<file path="config.mk">
export PLATFORM = sky130hd
export DESIGN_NAME = i2sb_top
export DESIGN_NICKNAME = d
export VERILOG_FILES = /design/src/hw/i2sb_pkg.sv /design/src/hw/i2sb_sync.sv /design/src/hw/i2sb_top.sv
export SDC_FILE = /design/constraint.sdc
export NUM_CORES = 1
export LEC_CHECK = 0
export BUFFER_PORTS_ARGS = -buffer_cell sky130_fd_sc_hd__buf_2
export CORE_ASPECT_RATIO = 0.8
export CORE_MARGIN = 4
export CORE_UTILIZATION = 69
export CTS_BUF_LIST = sky130_fd_sc_hd__clkbuf_8
export DETAILED_ROUTE_END_ITERATION = 10
export GPL_TIMING_DRIVEN = 0
export PLACE_DENSITY = 0.93
export SYNTH_ARGS = -nofsm -noshare
export SYNTH_HDL_FRONTEND = slang
export SYNTH_HIERARCHICAL = 1
export SYNTH_SLANG_ARGS = --single-unit
</file>
<file path="constraint.sdc">
create_clock -name core_clk -period 6.24 [get_ports core_clk]
set_input_delay 0.624 -clock core_clk [delete_from_list [all_inputs] [get_ports core_clk]]
set_output_delay 0.624 -clock core_clk [all_outputs]
set_load 0.05 [all_outputs]
</file>
<file path="src/hw/i2sb_pkg.sv">
// Register map, field layout, reset values and build constants of the audio block-port unit.
// Assumes a 32-bit AXI4-Lite register bus with 12 address bits and a four-channel serial link.
package i2sb_pkg;
	localparam int NUM_CH = 4;
	localparam int DATA_W = 32;
	localparam int ADDR_W = 12;

	// Register byte offsets.
	localparam logic [11:0] OFS_RX_PORT    = 12'h1c0;
	localparam logic [11:0] OFS_RX_PTR_RST = 12'h1c4;
	localparam logic [11:0] OFS_TX_PORT    = 12'h1c8;
	localparam logic [11:0] OFS_TX_PTR_RST = 12'h1cc;
	localparam logic [11:0] OFS_RX_CH_EN   = 12'h1e0;
	localparam logic [11:0] OFS_TX_CH_EN   = 12'h1e4;
	localparam logic [11:0] OFS_PTR_STAT   = 12'h1e8;
	localparam logic [11:0] OFS_PARAM_TWO  = 12'h1f0;
	localparam logic [11:0] OFS_PARAM_ONE  = 12'h1f4;
	localparam logic [11:0] OFS_VERSION    = 12'h1f8;

	// Field positions.
	localparam int POS_PTR_RST   = 0;
	localparam int POS_RXWS0     = 0;
	localparam int POS_RXWS1     = 3;
	localparam int POS_RXWS2     = 7;
	localparam int POS_RXWS3     = 10;
	localparam int POS_TXWS0     = 16;
	localparam int POS_TXWS1     = 19;
	localparam int POS_TXWS2     = 22;
	localparam int POS_TXWS3     = 25;
	localparam int POS_TX_CHANS  = 9;
	localparam int POS_RX_CHANS  = 7;
	localparam int POS_RX_BLOCK  = 6;
	localparam int POS_TX_BLOCK  = 5;
	localparam int POS_MODE_EN   = 4;
	localparam int POS_FIFO_DEP  = 2;
	localparam int POS_BUS_WIDTH = 0;
	localparam int POS_STAT_RXCH = 0;
	localparam int POS_STAT_RXHF = 2;
	localparam int POS_STAT_TXCH = 8;
	localparam int POS_STAT_TXHF = 10;

	// Word size encoding shared by every word size field.
	localparam logic [2:0] WS_12 = 3'h0;
	localparam logic [2:0] WS_16 = 3'h1;
	localparam logic [2:0] WS_20 = 3'h2;
	localparam logic [2:0] WS_24 = 3'h3;
	localparam logic [2:0] WS_32 = 3'h4;

	// Build options as reported to software.
	localparam logic [2:0] RX_WORD_SIZE = WS_32;
	localparam logic [2:0] TX_WORD_SIZE = WS_32;
	localparam logic [1:0] CHANS_CODE   = 2'h3;
	localparam logic       HAS_RX       = 1'b1;
	localparam logic       HAS_TX       = 1'b1;
	localparam logic       HAS_MODE_EN  = 1'b1;
	localparam logic [1:0] FIFO_DEPTH   = 2'h3;
	localparam logic [1:0] BUS_W32      = 2'h2;
	// Arbitrary release value.
	localparam logic [31:0] VERSION_VAL = 32'h0000_0001;

	localparam logic [31:0] PARAM_TWO_VAL = (32'(RX_WORD_SIZE) << POS_RXWS0) | (32'(RX_WORD_SIZE) << POS_RXWS1)
		| (32'(RX_WORD_SIZE) << POS_RXWS2) | (32'(RX_WORD_SIZE) << POS_RXWS3);
	localparam logic [31:0] PARAM_ONE_VAL = (32'(TX_WORD_SIZE) << POS_TXWS0) | (32'(TX_WORD_SIZE) << POS_TXWS1)
		| (32'(TX_WORD_SIZE) << POS_TXWS2) | (32'(TX_WORD_SIZE) << POS_TXWS3)
		| (32'(CHANS_CODE) << POS_TX_CHANS) | (32'(CHANS_CODE) << POS_RX_CHANS)
		| (32'(HAS_RX) << POS_RX_BLOCK) | (32'(HAS_TX) << POS_TX_BLOCK) | (32'(HAS_MODE_EN) << POS_MODE_EN)
		| (32'(FIFO_DEPTH) << POS_FIFO_DEP) | (32'(BUS_W32) << POS_BUS_WIDTH);

	localparam logic [3:0]  CH_EN_RST = 4'h0;
	localparam logic [1:0]  RESP_OKAY = 2'h0;
	localparam logic [1:0]  RESP_SLVERR = 2'h2;
endpackage : i2sb_pkg

</file>
<file path="src/hw/i2sb_sync.sv">
// Two-flop synchroniser for a bundle of independent levels.
// Assumes each bit is a slow level or clock far below the core clock rate.
`timescale 1ns/1ns
module i2sb_sync #(
	parameter int W = 1
) (
	input  wire logic         core_clk,
	input  wire logic         rst_b,
	input  wire logic [W-1:0] d,
	output logic      [W-1:0] q
);
	logic [W-1:0] meta_q;

	always_ff @(posedge core_clk or negedge rst_b) begin
		if (!rst_b) begin
			meta_q <= '0;
			q      <= '0;
		end else begin
			meta_q <= d;
			q      <= meta_q;
		end
	end
endmodule : i2sb_sync

</file>
<file path="src/hw/i2sb_top.sv">
// Audio block-port unit: AXI4-Lite registers, receive and transmit block ports and build parameters.
// Assumes the codec drives bit clock and word select; all link inputs are sampled by the core clock.
//
// Local design decision: the AXI4-Lite slave port.
`timescale 1ns/1ns
module i2sb_top (
	input  wire logic        core_clk,
	input  wire logic        rst_b,
	input  wire logic [11:0] s_axi_awaddr,
	input  wire logic        s_axi_awvalid,
	output logic             s_axi_awready,
	input  wire logic [31:0] s_axi_wdata,
	input  wire logic [3:0]  s_axi_wstrb,
	input  wire logic        s_axi_wvalid,
	output logic             s_axi_wready,
	output logic [1:0]       s_axi_bresp,
	output logic             s_axi_bvalid,
	input  wire logic        s_axi_bready,
	input  wire logic [11:0] s_axi_araddr,
	input  wire logic        s_axi_arvalid,
	output logic             s_axi_arready,
	output logic [31:0]      s_axi_rdata,
	output logic [1:0]       s_axi_rresp,
	output logic             s_axi_rvalid,
	input  wire logic        s_axi_rready,
	input  wire logic        link_sclk,
	input  wire logic        link_ws,
	input  wire logic [3:0]  link_sdi,
	output logic [3:0]       link_sdo
);
	localparam int NCH = i2sb_pkg::NUM_CH;
	function automatic logic [1:0] first_ch(input logic [3:0] en);
		logic [1:0] r;
		r = '0;
		for (int i = NCH - 1; i >= 0; i--) begin
			if (en[i]) r = 2'(i);
		end
		return r;
	endfunction : first_ch
	// Wraps to the lowest enabled channel after the highest one.
	function automatic logic [1:0] next_ch(input logic [1:0] cur, input logic [3:0] en);
		logic [1:0] r;
		r = first_ch(en);
		for (int i = NCH - 1; i >= 0; i--) begin
			if (en[i] && i > int'(cur)) r = 2'(i);
		end
		return r;
	endfunction : next_ch
	function automatic logic mapped(input logic [11:0] a);
		return a == i2sb_pkg::OFS_RX_PORT || a == i2sb_pkg::OFS_RX_PTR_RST || a == i2sb_pkg::OFS_TX_PORT
			|| a == i2sb_pkg::OFS_TX_PTR_RST || a == i2sb_pkg::OFS_RX_CH_EN || a == i2sb_pkg::OFS_TX_CH_EN
			|| a == i2sb_pkg::OFS_PTR_STAT || a == i2sb_pkg::OFS_PARAM_TWO || a == i2sb_pkg::OFS_PARAM_ONE
			|| a == i2sb_pkg::OFS_VERSION;
	endfunction : mapped
	// Write channel state.
	logic [11:0] aw_addr_q, aw_addr_d;
	logic        aw_full_q, aw_full_d;
	logic [31:0] w_data_q, w_data_d;
	logic [3:0]  w_strb_q, w_strb_d;
	logic        w_full_q, w_full_d;
	logic        bvalid_q, bvalid_d;
	logic [1:0]  bresp_q, bresp_d;
	logic        wr_go, awready_q, wready_q;
	assign wr_go = aw_full_q && w_full_q && !bvalid_q;
	always_comb begin
		aw_addr_d = aw_addr_q;
		aw_full_d = aw_full_q;
		w_data_d  = w_data_q;
		w_strb_d  = w_strb_q;
		w_full_d  = w_full_q;
		bvalid_d  = bvalid_q;
		bresp_d   = bresp_q;
		if (s_axi_awvalid && !aw_full_q) begin
			aw_addr_d = {s_axi_awaddr[11:2], 2'b00};
			aw_full_d = 1'b1;
		end
		if (s_axi_wvalid && !w_full_q) begin
			w_data_d = s_axi_wdata;
			w_strb_d = s_axi_wstrb;
			w_full_d = 1'b1;
		end
		if (wr_go) begin
			aw_full_d = 1'b0;
			w_full_d  = 1'b0;
			bvalid_d  = 1'b1;
			bresp_d   = mapped(aw_addr_q) ? i2sb_pkg::RESP_OKAY : i2sb_pkg::RESP_SLVERR;
		end else if (bvalid_q && s_axi_bready) begin
			bvalid_d = 1'b0;
		end
	end
	always_ff @(posedge core_clk or negedge rst_b) begin
		if (!rst_b) begin
			aw_addr_q <= '0;
			aw_full_q <= 1'b0;
			w_data_q  <= '0;
			w_strb_q  <= '0;
			w_full_q  <= 1'b0;
			bvalid_q  <= 1'b0;
			bresp_q   <= i2sb_pkg::RESP_OKAY;
			awready_q <= 1'b1;
			wready_q  <= 1'b1;
		end else begin
			aw_addr_q <= aw_addr_d;
			aw_full_q <= aw_full_d;
			w_data_q  <= w_data_d;
			w_strb_q  <= w_strb_d;
			w_full_q  <= w_full_d;
			bvalid_q  <= bvalid_d;
			bresp_q   <= bresp_d;
			awready_q <= !aw_full_d;
			wready_q  <= !w_full_d;
		end
	end
	// Ready flags are registered copies of the free state, so the bus sees flop outputs only.
	assign s_axi_awready = awready_q;
	assign s_axi_wready  = wready_q;
	assign s_axi_bvalid  = bvalid_q;
	assign s_axi_bresp   = bresp_q;
	// Write decode.
	logic        wr_rx_rst, wr_tx_rst, wr_tx_port, wr_rx_en, wr_tx_en;
	logic [31:0] w_masked;
	logic [3:0]  rx_en_q, rx_en_d, tx_en_q, tx_en_d;
	assign w_masked   = w_data_q & {{8{w_strb_q[3]}}, {8{w_strb_q[2]}}, {8{w_strb_q[1]}}, {8{w_strb_q[0]}}};
	assign wr_rx_rst  = wr_go && aw_addr_q == i2sb_pkg::OFS_RX_PTR_RST && w_masked[i2sb_pkg::POS_PTR_RST];
	assign wr_tx_rst  = wr_go && aw_addr_q == i2sb_pkg::OFS_TX_PTR_RST && w_masked[i2sb_pkg::POS_PTR_RST];
	assign wr_tx_port = wr_go && aw_addr_q == i2sb_pkg::OFS_TX_PORT && (|w_strb_q);
	assign wr_rx_en   = wr_go && aw_addr_q == i2sb_pkg::OFS_RX_CH_EN && w_strb_q[0];
	assign wr_tx_en   = wr_go && aw_addr_q == i2sb_pkg::OFS_TX_CH_EN && w_strb_q[0];
	// Read channel state; only the enable registers, the transmit port and the pointer resets act on writes, so parameter writes change nothing.
	logic        rd_go, rd_rx_port;
	logic [11:0] rd_addr;
	logic        arready_q, arready_d, rvalid_q, rvalid_d;
	logic [31:0] rdata_q, rdata_d;
	logic [1:0]  rresp_q, rresp_d;
	logic [1:0]  rx_ch_q, rx_ch_d, tx_ch_q, tx_ch_d;
	logic        rx_half_q, rx_half_d, tx_half_q, tx_half_d;
	logic [NCH-1:0][31:0] rx_l_w, rx_r_w;
	assign rd_addr    = {s_axi_araddr[11:2], 2'b00};
	assign rd_go      = s_axi_arvalid && arready_q;
	assign rd_rx_port = rd_go && rd_addr == i2sb_pkg::OFS_RX_PORT;
	always_comb begin
		rx_en_d   = wr_rx_en ? w_masked[NCH-1:0] : rx_en_q;
		tx_en_d   = wr_tx_en ? w_masked[NCH-1:0] : tx_en_q;
		rx_ch_d   = rx_ch_q;
		rx_half_d = rx_half_q;
		tx_ch_d   = tx_ch_q;
		tx_half_d = tx_half_q;
		// A pointer reset beats a port access in the same cycle.
		if (wr_rx_rst) begin
			rx_ch_d   = first_ch(rx_en_q);
			rx_half_d = 1'b0;
		end else if (rd_rx_port) begin
			rx_half_d = !rx_half_q;
			if (rx_half_q) rx_ch_d = next_ch(rx_ch_q, rx_en_q);
		end
		if (wr_tx_rst) begin
			tx_ch_d   = first_ch(tx_en_q);
			tx_half_d = 1'b0;
		end else if (wr_tx_port) begin
			tx_half_d = !tx_half_q;
			if (tx_half_q) tx_ch_d = next_ch(tx_ch_q, tx_en_q);
		end
		arready_d = arready_q;
		rvalid_d  = rvalid_q;
		rdata_d   = rdata_q;
		rresp_d   = rresp_q;
		if (rd_go) begin
			arready_d = 1'b0;
			rvalid_d  = 1'b1;
			rresp_d   = mapped(rd_addr) ? i2sb_pkg::RESP_OKAY : i2sb_pkg::RESP_SLVERR;
			case (rd_addr)
				i2sb_pkg::OFS_RX_PORT:   rdata_d = rx_half_q ? rx_r_w[rx_ch_q] : rx_l_w[rx_ch_q];
				i2sb_pkg::OFS_RX_CH_EN:  rdata_d = 32'(rx_en_q);
				i2sb_pkg::OFS_TX_CH_EN:  rdata_d = 32'(tx_en_q);
				i2sb_pkg::OFS_PTR_STAT:  rdata_d = (32'(rx_ch_q) << i2sb_pkg::POS_STAT_RXCH)
					| (32'(rx_half_q) << i2sb_pkg::POS_STAT_RXHF) | (32'(tx_ch_q) << i2sb_pkg::POS_STAT_TXCH)
					| (32'(tx_half_q) << i2sb_pkg::POS_STAT_TXHF);
				i2sb_pkg::OFS_PARAM_TWO: rdata_d = i2sb_pkg::PARAM_TWO_VAL;
				i2sb_pkg::OFS_PARAM_ONE: rdata_d = i2sb_pkg::PARAM_ONE_VAL;
				i2sb_pkg::OFS_VERSION:   rdata_d = i2sb_pkg::VERSION_VAL;
				default:                 rdata_d = '0;
			endcase
		end else if (rvalid_q && s_axi_rready) begin
			rvalid_d  = 1'b0;
			arready_d = 1'b1;
		end
	end
	always_ff @(posedge core_clk or negedge rst_b) begin
		if (!rst_b) begin
			rx_en_q   <= i2sb_pkg::CH_EN_RST;
			tx_en_q   <= i2sb_pkg::CH_EN_RST;
			rx_ch_q   <= '0;
			rx_half_q <= 1'b0;
			tx_ch_q   <= '0;
			tx_half_q <= 1'b0;
			arready_q <= 1'b1;
			rvalid_q  <= 1'b0;
			rdata_q   <= '0;
			rresp_q   <= i2sb_pkg::RESP_OKAY;
		end else begin
			rx_en_q   <= rx_en_d;
			tx_en_q   <= tx_en_d;
			rx_ch_q   <= rx_ch_d;
			rx_half_q <= rx_half_d;
			tx_ch_q   <= tx_ch_d;
			tx_half_q <= tx_half_d;
			arready_q <= arready_d;
			rvalid_q  <= rvalid_d;
			rdata_q   <= rdata_d;
			rresp_q   <= rresp_d;
		end
	end
	assign s_axi_arready = arready_q;
	assign s_axi_rvalid  = rvalid_q;
	assign s_axi_rdata   = rdata_q;
	assign s_axi_rresp   = rresp_q;
	// Serial link, sampled by the core clock; bit clock must stay below a quarter of it.
	logic [NCH-1:0] sdi_s;
	logic           sclk_s, ws_s;
	logic           sclk_prev_q, ws_rx_q, ws_tx_q;
	logic           rise, fall, ws_chg_rx, ws_chg_tx;
	i2sb_sync #(.W(NCH + 2)) u_sync (
		.core_clk (core_clk),
		.rst_b    (rst_b),
		.d        ({link_sdi, link_ws, link_sclk}),
		.q        ({sdi_s, ws_s, sclk_s})
	);
	assign rise      = sclk_s && !sclk_prev_q;
	assign fall      = !sclk_s && sclk_prev_q;
	assign ws_chg_rx = rise && ws_s != ws_rx_q;
	assign ws_chg_tx = fall && ws_s != ws_tx_q;
	always_ff @(posedge core_clk or negedge rst_b) begin
		if (!rst_b) begin
			sclk_prev_q <= 1'b0;
			ws_rx_q     <= 1'b0;
			ws_tx_q     <= 1'b0;
		end else begin
			sclk_prev_q <= sclk_s;
			ws_rx_q     <= rise ? ws_s : ws_rx_q;
			ws_tx_q     <= fall ? ws_s : ws_tx_q;
		end
	end
	for (genvar c = 0; c < NCH; c++) begin : g_ch
		logic [31:0] rsh_q, rsh_d, rl_q, rl_d, rr_q, rr_d;
		logic [31:0] tl_q, tl_d, tr_q, tr_d, tsh_q, tsh_d, word;
		logic        sdo_q, sdo_d;
		always_comb begin
			rsh_d = rsh_q;
			rl_d  = rl_q;
			rr_d  = rr_q;
			if (ws_chg_rx) begin
				// The word just finished belongs to the side that word select was on.
				if (ws_rx_q) rr_d = rsh_q;
				else rl_d = rsh_q;
				rsh_d = {31'h0, sdi_s[c]};
			end else if (rise) begin
				rsh_d = {rsh_q[30:0], sdi_s[c]};
			end
			tl_d = (wr_tx_port && tx_ch_q == 2'(c) && !tx_half_q) ? w_masked : tl_q;
			tr_d = (wr_tx_port && tx_ch_q == 2'(c) && tx_half_q) ? w_masked : tr_q;
			word  = ws_s ? tr_q : tl_q;
			tsh_d = tsh_q;
			sdo_d = sdo_q;
			if (ws_chg_tx) begin
				sdo_d = tx_en_q[c] && word[31];
				tsh_d = {word[30:0], 1'b0};
			end else if (fall) begin
				sdo_d = tx_en_q[c] && tsh_q[31];
				tsh_d = {tsh_q[30:0], 1'b0};
			end
		end
		always_ff @(posedge core_clk or negedge rst_b) begin
			if (!rst_b) begin
				rsh_q <= '0;
				rl_q  <= '0;
				rr_q  <= '0;
				tl_q  <= '0;
				tr_q  <= '0;
				tsh_q <= '0;
				sdo_q <= 1'b0;
			end else begin
				rsh_q <= rsh_d;
				rl_q  <= rl_d;
				rr_q  <= rr_d;
				tl_q  <= tl_d;
				tr_q  <= tr_d;
				tsh_q <= tsh_d;
				sdo_q <= sdo_d;
			end
		end
		assign rx_l_w[c]   = rl_q;
		assign rx_r_w[c]   = rr_q;
		assign link_sdo[c] = sdo_q;
	end
endmodule : i2sb_top

</file>
==> results.yml <==
placed_design:
  placed_area_sq_um: 39500
  gp_congestion: 0.904
  dp_hpwl_mm: 70.2
  portBuffers: 110
  dp.cells: 3999
sta:
  slew_viol_final: 0
  fin_setup_tns_ns: 0
  rsz0062_at_grt: "no"
  skew_ns: 0.0340
  fin_crit_sh: 0.598
  fin_hold_ws_ns: 0.0254
  fmax_ghz: 0.268
  finalHoldViolCount: 0
  period_needed_ns: 3.73
  setup_viol: 0
  worst_pin_slew_ns: 1.34
  slew_headroom: 0.106
floorplan:
  die_w_um: 270
  start_util: 0.701
  die_h_um: 218
  row_count: 76
  core-area_sq_um: 54100
  ios: 118
  die-area_sq_um: 58800
clock_tree:
  cts_tree: "done"
  cts-root-buf: "clkbuf_8"
  clk_latency_ns: 0.82
  cts_made_buffers: 137
  cts.clk_slew.worst_paths_ns: 0.07
  h-tree-depth: 4
  clock_sinks: 884
  cts_resized: 0
  cts_buffer_depth: 3
setup_path:
  crit_arrival_ns: 4.45
  worstSetupEndpointType: "register"
  r2r-start: "u_sync/q[1]"
  path_max_fanout: 10
  r2r_slack_ns: 2.51
  cp-start-kind: "register"
  r2r_cells: 6
  startpoint: "u_sync/q[1]"
  required_ns: 6.96
  critPathKind: "register to register"
synth:
  synth_top_family_by_area: "multiplexers"
  synthMuxAreaShare: 0.210
  synth_area_per_cell_sq_um: 11.9
  synth_edf_count: 0
  synth-async-reset-ratio: 1.00
  synth.distinct_cells: 50
  synth_flop_cell: "dfrtp_1"
  syn_area_sq_um: 37900
  ys_top_cells_by_area: "dfrtp_1 (58%), mux2_2 (13%), o21ai_0 (7.2%)"
  synth_xor_xnor_area_share: 0.000462
  yosys.area.top_type_share: 0.582
  synthSimpleGateAreaFrac: 0.0698
  synth-seq-cells: 884
  ys_seq_area_frac: 0.584
  synth_cells: 3179
  yosys_warnings: 6
  synth_fa_ha_area_frac: 0
  synth_top_area_cell: "dfrtp_1"
  synth_compound_area_frac: 0.110
min_path:
  hold_depth: 2
  min_path_type: "input pin to register"
  hold_start: "s_axi_rready"
power_and_ir_drop:
  p_sw_mw: 4.46
  cellInternalPower_mw: 9.55
  combPwrFrac: 0.168
  vdd_drop_max_uv: 308
  p_clk_frac: 0.359
  seq_power_share: 0.473
  netSwitchingFraction: 0.319
  p_total_mw: 14.0
  leakage_nw: 20.2
  pwr_density_cell_nw_per_um2: 330
global_routing:
  grt_overflow_total: 0
  first_global_vias: 31500
  grt_max_degree: 132
  grt_pass1_wl_mm: 183
  track_usage: 0.405
  antenna_found_initial: 6
finish:
  syn_to_final_growth_pct: 12.0
  drive_above_1_share: 0.236
  final_nets: 3520
  final_area_sq_um: 42500
  layout.cells.non_filler: 4258
route:
  first_iter_violations: 4805
  drt-vias-per-instance: 7.11
  wire_per_inst_um: 27.6
  vias: 30300
  drcViolationCount: 0
  dr.pass1.iters: 7
  ant_nets: 0
  routed_wl_mm: 118
run_status:
  status: "finished, final reports clean"
job:
  drv_cap: 0
final cells by class:
class | instances | area [sq um]
well taps | 702 | 878
multi-input cells | 2046 | 14800
clock inverters | 72 | 403
flip-flops and latches | 884 | 22100
repair buffers | 128 | 863
fillers | 2572 | 11700
clock buffers | 174 | 2390
diodes | 2 | 5.00
plain buffers | 238 | 927
inverters | 12 | 45.0
per-layer routing:
metal / track usage / wire, um
met5: 0.00164 / 52
met2: 0.600 / 51800
met1: 0.510 / 40900
met3: 0.170 / 17400
met4: 0.226 / 7520
what timing repair did:
| item | 4_1_cts | 5_1_grt |
|---|---|---|
| endpoints found under the setup margin | 0 | 0 |
| buffers inserted | 0 | 0 |
| hold buffers | 11 | 0 |
| endpoints found under the hold margin | 83 | 0 |
state kept, by name, indices dropped and copies added (netlist names), 2 cells and up:
signal	cells
w_strb_q	4
w_data_q	32
u_sync/meta_q	6
u_sync/q	6
tx_en_q	4
g_ch.tl_q	128
g_ch.tr_q	128
aw_addr_q	10
g_ch.rl_q	128
g_ch.sdo_q	4
s_axi_rdata	32
g_ch.rsh_q	128
rx_ch_q	2
g_ch.rr_q	128
g_ch.tsh_q	124
tx_ch_q	2
rx_en_q	4
stage by stage:
step,util,worst slack (ns)
after global routing,0.785,2.52
after floorplan,-,3.87
after global placement,0.727,-13.55
after CTS,0.785,2.87
after detailed placement,0.731,2.91
final,0.785,2.51
path summary, 6_finish.rpt:
check | end
max in group asynchronous | g_ch[0].tl_q[11]
min in group asynchronous | g_ch[1].rr_q[16]
worst max register to register | g_ch[2].tsh_q[1]
worst min-delay path | s_axi_rvalid
worst min register to register | u_sync/q[4]
worst max-delay path | g_ch[2].tsh_q[1]
cell families (layout without fill, tap and decap cells):
| group | Yosys count | count (layout) |
|---|---|---|
| XOR/XNOR | 2 | 2 |
| flip-flops | 884 | 884 |
| other | 1 | 4 |
| multiplexers | 661 | 661 |
| buffers and inverters | 250 | 624 |
| AND/OR/NAND/NOR | 662 | 662 |
| AO/OA/AOI/OAI | 719 | 719 |
power groups by stage:
| stage | Clock (mW) | Sequential, mW | Combinational [mW] |
|---|---|---|---|
| floorplan | 0 | 6.74 | 1.15 |
| global placement | 0 | 6.63 | 2.05 |
| detailed placement | 0 | 6.66 | 2.16 |
| CTS | 4.97 | 6.59 | 2.24 |
| global route | 5.26 | 6.65 | 2.46 |
| finish | 5.03 | 6.63 | 2.35 |
critical path, stage by stage (launching register included):
cell      delay, ns
dfrtp_1        0.44
clkbuf_1       0.74
clkbuf_1       0.68
buf_1          0.77
nor2b_1        0.55
a22oi_1        0.21
o21ai_0        0.24
synth_stat cells (all sizes together), types with 6 or more instances:
| cell | n |
|---|---|
| a21oi | 10 |
| a22o | 124 |
| buf | 44 |
| clkbuf | 194 |
| dfrtp | 881 |
| inv | 12 |
| mux2 | 436 |
| mux2i | 161 |
| mux4 | 64 |
| nand2 | 571 |
| nand3 | 12 |
| nor2 | 33 |
| nor2b | 6 |
| nor3 | 7 |
| o21ai | 546 |
| o22a | 9 |
placed cells by master, fill, tap and decap left out, drive strengths merged, types with 6 or more instances in the layout:
cell         count
dfrtp          881
nand2          571
o21ai          546
mux2           436
clkbuf         368
mux2i          161
buf            161
a22o           124
mux4            64
inv             60
nor2            33
nand3           12
clkinv          12
dlygate4sd3     11
a21oi           10
o22a             9
clkinvlp         9
nor3             7
nor2b            6
Power figures use the tool's default switching activity.
